--- src/pdh_pkg.sv ---
// Summary of operation
// - the power-down pin acts as power-down control only while the option is set, else it is an ordinary input.
// - while power-down is high all logic state and output data are latched and held.
// - an output that was high impedance when power-down began stays high impedance throughout.
// - during power-down every input except the power-down pin is ignored.
// - during power-down the input and bidirectional hold latches keep every pin at its last level.
// - after the power-down pin falls, inputs, enables and clocks are accepted and outputs valid within 1 us.
package pdh_pkg;

  localparam int unsigned CLK_PERIOD_NS = 40;
  localparam int unsigned WAKE_TIME_NS  = 1000;
  // longest time rounds down
  localparam int unsigned WAKE_MAX_CYC  = WAKE_TIME_NS / CLK_PERIOD_NS;
  localparam int unsigned WAKE_SETTLE_CYC = 4;
  localparam int unsigned WAKE_CNT_W    = $clog2(WAKE_MAX_CYC + 1);
  localparam logic [WAKE_CNT_W-1:0] WAKE_LAST =
    WAKE_CNT_W'(WAKE_SETTLE_CYC - 1);
  localparam logic [WAKE_CNT_W-1:0] WAKE_CNT_RST = '0;

  localparam int unsigned IN_W_DEF = 4;
  localparam int unsigned IO_W_DEF = 8;

  localparam logic RST_LEVEL = 1'h0;

  typedef enum logic [1:0] {
    PDH_RUN,
    PDH_HOLD,
    PDH_WAKE
  } pdh_state_type;

endpackage : pdh_pkg

--- src/pdh_hold_if.sv ---
`timescale 1ns/1ns
interface pdh_hold_if #(
  parameter int unsigned IN_W = 4,
  parameter int unsigned IO_W = 8
) (
  input wire logic clk,
  input wire logic rst_n
);
  logic            freeze;
  logic [IN_W-1:0] in_pin;
  logic [IO_W-1:0] io_pin;
  logic [IN_W-1:0] in_held;
  logic [IO_W-1:0] io_held;

  modport hold (
    input  clk,
    input  rst_n,
    input  freeze,
    input  in_pin,
    input  io_pin,
    output in_held,
    output io_held
  );

  modport ctrl (
    output freeze,
    output in_pin,
    output io_pin,
    input  in_held,
    input  io_held
  );
endinterface : pdh_hold_if

--- src/pdh_hold.sv ---
`timescale 1ns/1ns
module pdh_hold #(
  parameter int unsigned IN_W = 4,
  parameter int unsigned IO_W = 8
) (
  pdh_hold_if.hold hif
);
  logic [IN_W-1:0] in_meta;
  logic [IN_W-1:0] in_sync;
  logic [IO_W-1:0] io_meta;
  logic [IO_W-1:0] io_sync;

  // pins are asynchronous to mclk
  always_ff @(posedge hif.clk or negedge hif.rst_n)
    if (!hif.rst_n)
    begin
      in_meta <= '0;
      in_sync <= '0;
      io_meta <= '0;
      io_sync <= '0;
    end
    else
    begin
      in_meta <= hif.in_pin;
      in_sync <= in_meta;
      io_meta <= hif.io_pin;
      io_sync <= io_meta;
    end

  // hold latches: frozen copy keeps the last level while blocked
  always_ff @(posedge hif.clk or negedge hif.rst_n)
    if (!hif.rst_n)
    begin
      hif.in_held <= '0;
      hif.io_held <= '0;
    end
    else if (!hif.freeze)
    begin
      hif.in_held <= in_sync;
      hif.io_held <= io_sync;
    end
endmodule : pdh_hold

--- src/pdh_top.sv ---
`timescale 1ns/1ns
module pdh_top #(
  parameter int unsigned IN_W = pdh_pkg::IN_W_DEF,
  parameter int unsigned IO_W = pdh_pkg::IO_W_DEF
) (
  // clock and reset
  input  wire logic            mclk,
  input  wire logic            arst_n,
  // configuration and control pin
  input  wire logic            pd_option_en,
  input  wire logic            power_down_pin,
  // device pins
  input  wire logic [IN_W-1:0] in_pin,
  input  wire logic [IO_W-1:0] io_in,
  output logic      [IO_W-1:0] io_out,
  output logic      [IO_W-1:0] io_oe,
  // core logic side
  input  wire logic [IO_W-1:0] core_out,
  input  wire logic [IO_W-1:0] core_oe,
  output logic                 core_run,
  output logic      [IN_W-1:0] core_in,
  output logic      [IO_W-1:0] core_io_in,
  output logic                 pd_pin_level,
  output logic                 pd_active
);
  logic                              rst_meta;
  logic                              rst_n;
  logic                              pd_meta;
  logic                              pd_sync;
  logic                              opt_meta;
  logic                              opt_sync;
  pdh_pkg::pdh_state_type            state;
  pdh_pkg::pdh_state_type            next_state;
  logic [pdh_pkg::WAKE_CNT_W-1:0]    wake_cnt;

  // shared run decode for every register that follows the core
  function automatic logic is_run(input pdh_pkg::pdh_state_type st);
    return st == pdh_pkg::PDH_RUN;
  endfunction : is_run

  pdh_hold_if #(.IN_W(IN_W), .IO_W(IO_W)) hif (
    .clk   (mclk),
    .rst_n (rst_n)
  );

  pdh_hold #(.IN_W(IN_W), .IO_W(IO_W)) u_hold (
    .hif (hif.hold)
  );

  always_ff @(posedge mclk or negedge arst_n)
    if (!arst_n)
    begin
      rst_meta <= pdh_pkg::RST_LEVEL;
      rst_n    <= pdh_pkg::RST_LEVEL;
    end
    else
    begin
      rst_meta <= 1'b1;
      rst_n    <= rst_meta;
    end

  always_ff @(posedge mclk or negedge rst_n)
    if (!rst_n)
    begin
      pd_meta  <= 1'b0;
      pd_sync  <= 1'b0;
      opt_meta <= 1'b0;
      opt_sync <= 1'b0;
    end
    else
    begin
      pd_meta  <= power_down_pin;
      pd_sync  <= pd_meta;
      opt_meta <= pd_option_en;
      opt_sync <= opt_meta;
    end

  always_comb
  begin
    next_state = state;
    unique case (state)
      pdh_pkg::PDH_RUN:
        if (opt_sync && pd_sync)
          next_state = pdh_pkg::PDH_HOLD;
      pdh_pkg::PDH_HOLD:
        if (!pd_sync)
          next_state = pdh_pkg::PDH_WAKE;
      pdh_pkg::PDH_WAKE:
        if (pd_sync)
          next_state = pdh_pkg::PDH_HOLD;
        else if (wake_cnt == pdh_pkg::WAKE_LAST)
          next_state = pdh_pkg::PDH_RUN;
      // the unused code drops back to running instead of stalling the pins
      default:
        next_state = pdh_pkg::PDH_RUN;
    endcase
  end

  always_ff @(posedge mclk or negedge rst_n)
    if (!rst_n)
      state <= pdh_pkg::PDH_RUN;
    else
      state <= next_state;

  // settle count stays well inside the wake-up limit including sync delay
  always_ff @(posedge mclk or negedge rst_n)
    if (!rst_n)
      wake_cnt <= pdh_pkg::WAKE_CNT_RST;
    else if (state == pdh_pkg::PDH_WAKE)
      wake_cnt <= wake_cnt + 1'b1;
    else
      wake_cnt <= pdh_pkg::WAKE_CNT_RST;

  assign hif.freeze = !is_run(state);
  assign hif.in_pin = in_pin;
  assign hif.io_pin = io_in;

  // core clock enable: state is frozen, never cleared, across power-down
  always_ff @(posedge mclk or negedge rst_n)
    if (!rst_n)
    begin
      core_run  <= 1'b0;
      pd_active <= 1'b0;
    end
    else
    begin
      core_run  <= is_run(next_state);
      pd_active <= !is_run(next_state);
    end

  // output data and enables only follow the core while running
  always_ff @(posedge mclk or negedge rst_n)
    if (!rst_n)
    begin
      io_out <= '0;
      io_oe  <= '0;
    end
    else if (is_run(next_state))
    begin
      io_out <= core_out;
      io_oe  <= core_oe;
    end
    else
    begin
      io_out <= io_out;
      io_oe  <= io_oe;
    end

  always_ff @(posedge mclk or negedge rst_n)
    if (!rst_n)
    begin
      core_in    <= '0;
      core_io_in <= '0;
    end
    else
    begin
      core_in    <= hif.in_held;
      core_io_in <= hif.io_held;
    end

  // pin is an ordinary input only without the option
  always_ff @(posedge mclk or negedge rst_n)
    if (!rst_n)
      pd_pin_level <= 1'b0;
    else
      pd_pin_level <= opt_sync ? 1'b0 : pd_sync;
endmodule : pdh_top

--- config.mk ---
export PLATFORM = sky130hd
export DESIGN_NAME = pdh_top
export DESIGN_NICKNAME = d
export VERILOG_FILES = /design/src/pdh_pkg.sv /design/src/pdh_hold_if.sv /design/src/pdh_hold.sv /design/src/pdh_top.sv
export SDC_FILE = /design/constraint.sdc
export NUM_CORES = 1
export LEC_CHECK = 0
export ABC_AREA = 1
export BUFFER_PORTS_ARGS = -buffer_cell sky130_fd_sc_hd__buf_2
export CAP_MARGIN = 20
export CORE_ASPECT_RATIO = 0.5
export CORE_MARGIN = 5
export CORE_UTILIZATION = 32
export CTS_CLUSTER_DIAMETER = 100
export DETAILED_ROUTE_END_ITERATION = 10
export PLACE_DENSITY = 0.62
export SYNTH_ARGS = -nofsm -noshare
export SYNTH_HDL_FRONTEND = slang
export SYNTH_SLANG_ARGS = --single-unit
--- constraint.sdc ---
create_clock -name mclk -period 4.07 [get_ports mclk]
set_input_delay 0.814 -clock mclk [delete_from_list [all_inputs] [get_ports mclk]]
set_output_delay 0.814 -clock mclk [all_outputs]
set_load 0.02 [all_outputs]
==> summary.md, run 1 <==
| Metric | Value |
|---|---|
| Slew Limit Fails | `0` |
| First-pass GRT wire length | `7680 um` |
| I/O pin cnt | `63` |
| CTS H-Tree Depth | `3` |
| Largest net degree at the start of global routing | `79` |
| Int Power | `1.56 mW` |
| Syn nets | `212` |
| Area grow syn2layout | `28.1%` |
| Top cells by count, synth | `80 x dfrtp_1, 19 x nand3_1, 18 x nand2_1` |
| Netlist cell types | `20` |
| Drt pass-1 iters | `4` |
| # setup viols final | `0` |
| Top delay family on crit path | `simple AND/OR/NAND/NOR gates` |
| Post_cts resized | `0` |
| Total GRT Usage | `9.65%` |
| Non-filler cells, final | `365` |
| Core Box Area | `0.00803 mm^2` |
| Crit Path Category | `reg -> reg` |
| Clock-pin transition on the worst setup and hold timing paths | `0.06 ns` |
| Number of antenna violations at the first check in global routing | `0` |
| Mean Syn Cell Area | `14.8 um^2` |
| Initial DRC Count | `124` |
| Hold crit path type | `in -> async` |
| Diodes inserted | `0` |
| Chip width | `139 um` |
| Hold Violations, Final | `0` |
| Max VDD drop | `0.000299 V` |
| F_max | `533 MHz` |
| Crit-path slowest cell | `nor2_2` |
| RSZ-0062 raised after global routing | `no` |
| Top post-synthesis cells by area | `dfrtp_1 75%, mux2_2 5.1%, nand2_4 4.2%` |
| Die area | `0.0103 mm^2` |
| Warnings from Yosys | `0` |
| Leakage | `1.70 nW` |
| Routed Wire Length | `4620 um` |
| Arrival time worst endpoint | `2.09 ns` |
| TritonCTS Buffers | `9` |
| Dominant synthesized flop cell | `dfrtp_1` |
| Post-synth ARST share | `100%` |
| Final nets | `281` |
| Fin crit period | `1.88 ns` |
| Vias per cell | `4.06` |
| Clock buffer depth | `2` |
| Number of remaining DRC errors | `0` |
| Cts-stage hold buffer count | `0` |
| Switch Pwr | `0.542 mW` |
| Worst-path cell chain | `nor2_2 > nand2_2 > nand3_4 > nand2_4 > nand2_1 > nand2_1` |
| Hpwl dp | `3160 um` |
| Highest cell delay on the worst timing path | `0.55 ns` |
| CP Launch Type | `flip-flop` |
| Yosys reg bits | `80` |
| Gate power share | `13.1%` |
| Total grt overflow | `0` |
| Port-buffer cells | `62` |
| Share of the synthesized area in the top cell type | `75.4%` |
| Post-synth top area cell | `dfrtp_1` |
| Vias | `1,482` |
| Root buffer cell | `clkbuf_16` |
| Setup Fix Bufs, Post-CTS | `0` |
| CTS tree | `done` |
| Worst relative slew slack | `36.9%` |
| Sw Ratio | `25.8%` |
| Tcrit/Tclk final | `46.1%` |
| Worst skew pair latency | `0.33 ns` |
| CP bufs+invs | `0` |
| Status | `finished, final reports clean` |
| Layout cells sized above 1 | `45.1%` |
| Initial core utilization | `33.1%` |
| Mapped Area | `0.00266 mm^2` |
| WP data required | `4.29 ns` |
| Placer congestion estimate | `0.682` |
| Power share of the clock group | `41.1%` |
| Max-Cap Viols | `0` |
| Critical Path Sink Type | `flip-flop` |
| Clock skew | `0.00555 ns` |
| Die Y-Extent | `74.4 um` |
| # placed instances | `349` |
| Wire per inst | `12.7 um` |
| DRT antenna net count | `0` |
| Cells after synthesis | `179` |
| Final TNS setup | `0 ns` |
| Part of the power in registers | `45.8%` |
| Number of global-route vias before repair | `1,598` |
| Post-synth EDFFs | `0` |
| Critical Path Fanout Max | `18` |
| Worst-Margin Slew | `0.946 ns` |
| Most common cell in the netlist | `dfrtp_1` |
| Most used cell, CP | `nand2_1` |
| Sequential area share after synthesis | `75.4%` |
| Cell row count | `23` |
| Pwr/cell area | `617 mW/mm^2` |
| CTS sink count | `80` |
registers in the layout (all words and copies together) (netlist names), 2 cells and up:
register            flops
u_hold.io_sync          8
core_in                 4
u_hold.in_meta          4
u_hold.hif.in_held      4
u_hold.in_sync          4
io_oe                   8
u_hold.io_meta          8
u_hold.hif.io_held      8
io_out                  8
state                   2
core_io_in              8
wake_cnt                5
cell type report:
type	count	area, um^2
tap	112	140
fill	728	4630
clock buffer	11	243
timing repair buffer	62	310
multi-input combinational	85	579
clock inverter	5	86.3
inverter	10	37.5
sequential	80	2010
power by group through the flow:
| stage | sequential (mW) | clock [mW] | combinational [mW] |
|---|---|---|---|
| 2_1_floorplan | 1.04 | 0 | 0.115 |
| 3_3_place_gp | 0.975 | 0 | 0.271 |
| 3_5_place_dp | 0.977 | 0 | 0.280 |
| 4_1_cts | 0.965 | 0.886 | 0.280 |
| 5_1_grt | 0.977 | 0.922 | 0.297 |
| 6_report | 0.962 | 0.864 | 0.275 |
through the flow:
| stage | hold slack, ns | setup WS [ns] | instance area (um^2) | total power, mW | utilization, % |
|---|---|---|---|---|---|
| 2_1_floorplan | 0.331 | 1.68 | 2660 | 1.15 | - |
| 5_1_grt | 0.243 | 2.01 | 3400 | 2.20 | 42.4 |
| 6_report | 0.257 | 2.19 | 3400 | 2.10 | 42.4 |
| 3_5_place_dp | 0.339 | 2.17 | 3070 | 1.26 | 38.3 |
| 3_3_place_gp | 0.333 | 2.23 | 3070 | 1.25 | 38.3 |
| 4_1_cts | 0.243 | 2.17 | 3400 | 2.13 | 42.4 |
placed cells by master (no fill, tap or decap), drive strengths merged:
cell type / synthesis / final
buf: 4 / 62
bufinv: 0 / 2
clkbuf: 0 / 11
clkinv: 0 / 1
conb: 1 / 1
dfrtp: 80 / 80
ha: 1 / 1
inv: 10 / 12
mux2: 12 / 12
nand2: 37 / 37
nand3: 20 / 20
nor2: 10 / 10
o21ai: 1 / 1
xnor2: 1 / 1
xor2: 2 / 2
worst reg2reg max path: cells and delay by family (launching register included):
kind,cells,cell delay (ns)
and+or+nand+nor,6,1.36
DFF,1,0.42
kinds of logic after synthesis:
logic type	synth area share [%]
AOI/OAI and AO/OA	0.188
adders and majority gates	0.471
muxes	5.09
other	0.141
DFF	75.4
buffers and inverters	2.83
xor gates and xnor gates	0.989
and+or+nand+nor	14.9
routing by layer:
layer / global-route usage (%) / wire, um / up-vias
met5: 0 / 0 / -
met4: 4.88 / 106 / 0
met3: 3.79 / 166 / 9
met2: 16.6 / 2430 / 28
met1: 10.8 / 1920 / 744
li1: - / - / 701
path summary, 6_finish.rpt:
path                              startpoint                end  slack (ns)  depth (start not counted)
max in group asynchronous          hif.rst_n           io_oe[7]        2.98                          0
setup / recovery                    state[0]           io_oe[4]        2.19                          6
setup reg to reg                    state[0]           io_oe[4]        2.19                          6
hold reg to reg            u_hold.io_meta[2]  u_hold.io_sync[2]        0.35                          0
min in group mclk          u_hold.io_meta[2]  u_hold.io_sync[2]        0.35                          0
hold / removal                        arst_n          hif.rst_n        0.26                          1
Power figures use the tool's default switching activity.
==> inputs of run 2 (changes only) <==
==> constraint.sdc (replaced) <==
create_clock -name mclk -period 1.75 [get_ports mclk]
set_input_delay 0.35 -clock mclk [delete_from_list [all_inputs] [get_ports mclk]]
set_output_delay 0.35 -clock mclk [all_outputs]
set_load 0.02 [all_outputs]
==> summary.md, run 2 (same netlist as run 1, synthesis figures left out) <==
| Metric | Value |
|---|---|
| Crit Path Category | `reg -> reg` |
| CP Launch Type | `flip-flop` |
| Critical Path Fanout Max | `18` |
| DRT antenna net count | `0` |
| Port-buffer cells | `62` |
| Die Y-Extent | `74.4 um` |
| Vias | `1,489` |
| Non-filler cells, final | `368` |
| CTS sink count | `80` |
| Critical Path Sink Type | `flip-flop` |
| CTS H-Tree Depth | `3` |
| Largest net degree at the start of global routing | `79` |
| Multi-input gate area | `579 um^2` |
| CP endpoint | `io_oe[0]` |
| Layout cells sized above 1 | `44.9%` |
| Initial core utilization | `33.1%` |
| CP bufs+invs | `1` |
| Total GRT Usage | `9.77%` |
| Wire per inst | `12.8 um` |
| WP data required | `1.97 ns` |
| Routed Wire Length | `4700 um` |
| Clock skew | `0.00946 ns` |
| Crit path launch | `wake_cnt[0]` |
| Post_cts resized | `0` |
| First-pass GRT wire length | `7890 um` |
| Fillers | `745` |
| Commonest non-fill, non-tap cell in the layout | `dfrtp_1` |
| Commonest cells after routing, fill and taps aside | `79 x dfrtp_1, 62 x buf_2, 19 x nand3_1` |
| Root buffer cell | `clkbuf_16` |
| Highest cell delay on the worst timing path | `0.37 ns` |
| Chip width | `139 um` |
| Worst skew pair latency | `0.33 ns` |
| Hpwl dp | `3270 um` |
| Top delay family on crit path | `simple AND/OR/NAND/NOR gates` |
| Final nets | `284` |
| Diodes inserted | `0` |
| Worst-path cell chain | `ha_1 > inv_1 > nor2_1 > nand3_1 > nand2_4 > nand2_4 > nand2_1 > nand2_1` |
| I/O pin cnt | `63` |
| Max VDD drop | `0.000576 V` |
| Hold crit path type | `in -> reg` |
| Tcrit/Tclk final | `91.0%` |
| Worst r2r src | `wake_cnt[0]` |
| Sequential cell area | `0.00201 mm^2` |
| Drt pass-1 iters | `4` |
| Number of antenna violations at the first check in global routing | `0` |
| PnR worst setup slack | `0.158 ns` |
| Area grow syn2layout | `28.0%` |
| Pwr/cell area | `1370 mW/mm^2` |
| Crit. path cell count | `8` |
| Final core occ | `42.4%` |
| # placed instances | `351` |
| Crit-path slowest cell | `dfrtp_1` |
| TritonCTS Buffers | `9` |
| Initial DRC Count | `70` |
| Number of remaining DRC errors | `0` |
| Die area | `0.0103 mm^2` |
| Reg2reg end | `io_oe[0]` |
| Status | `finished, final reports clean` |
| DP Worst Slack | `0.154 ns` |
| F_max | `628 MHz` |
| Fin crit period | `1.59 ns` |
| Vias per cell | `4.05` |
| RSZ-0062 raised after global routing | `no` |
| Slew Limit Fails | `0` |
| Total grt overflow | `0` |
| Clock-pin transition on the worst setup and hold timing paths | `0.06 ns` |
| Placer congestion estimate | `0.748` |
| Cell row count | `23` |
| Hold Violations, Final | `0` |
| Max-Cap Viols | `0` |
| Final TNS setup | `0 ns` |
| Leakage | `1.69 nW` |
| Arrival time worst endpoint | `1.81 ns` |
| Number of global-route vias before repair | `1,644` |
| # setup viols final | `0` |
| Clock buffer depth | `2` |
| Worst reg2reg setup slack | `0.16 ns` |
| Worst Reg2Reg Path Length in Cells | `8` |
| Core Box Area | `0.00803 mm^2` |
| CTS tree | `done` |
[run 2: through the flow]
stage	hold WS (ns)	total power, mW	cell area, um^2
finish	0.134	4.67	3400
detailed placement	0.144	2.93	3100
CTS	0.121	4.73	3400
global placement	0.137	2.91	3100
global route	0.112	4.89	3400
floorplan	0.0544	2.68	2660
[run 2: how the worst min path moves through the flow]
stage                     startpoint                 to  slack, ns  cells after the start
after global routing        io_in[7]  u_hold.io_meta[7]       0.11                      1
final                       io_in[7]  u_hold.io_meta[7]       0.13                      1
after global placement        arst_n           rst_meta       0.14                      1
after CTS                   io_in[7]  u_hold.io_meta[7]       0.12                      1
after detailed placement      arst_n          hif.rst_n       0.14                      1
after floorplan               arst_n          hif.rst_n       0.05                      0
[run 2: cell type report]
class / count / area share [%]
sequential: 80 / 59.0
multi-input combinational: 85 / 17.0
timing repair buffer: 65 / 10.2
clock buffer: 11 / 6.84
tap: 112 / 4.12
clock inverter: 5 / 1.69
inverter: 10 / 1.10
[run 2: power breakdown]
part	internal [mW]	switching, mW
clock network	1.10	0.685
registers	2.08	0.120
logic	0.251	0.427
total	3.43	1.23
[run 2: worst register-to-register path, delay by kind of cell (launching register included)]
kind / cells / cell delay (ns)
fa+ha+maj: 1 / 0.21
buf+inv: 1 / 0.05
flops: 1 / 0.37
simple gates: 6 / 0.85
[run 2: what timing repair did]
action	CTS	global route
hold endpoints to repair	2	0
setup buffers	0	0
hold buffers	1	0
[run 2: layer usage]
metal / track usage, % / routed length (um) / vias up
met5: 0 / 0 / -
met4: 4.34 / 67 / 0
met3: 4.56 / 218 / 6
met2: 16.6 / 2430 / 30
met1: 10.9 / 1990 / 749
li1: - / - / 704
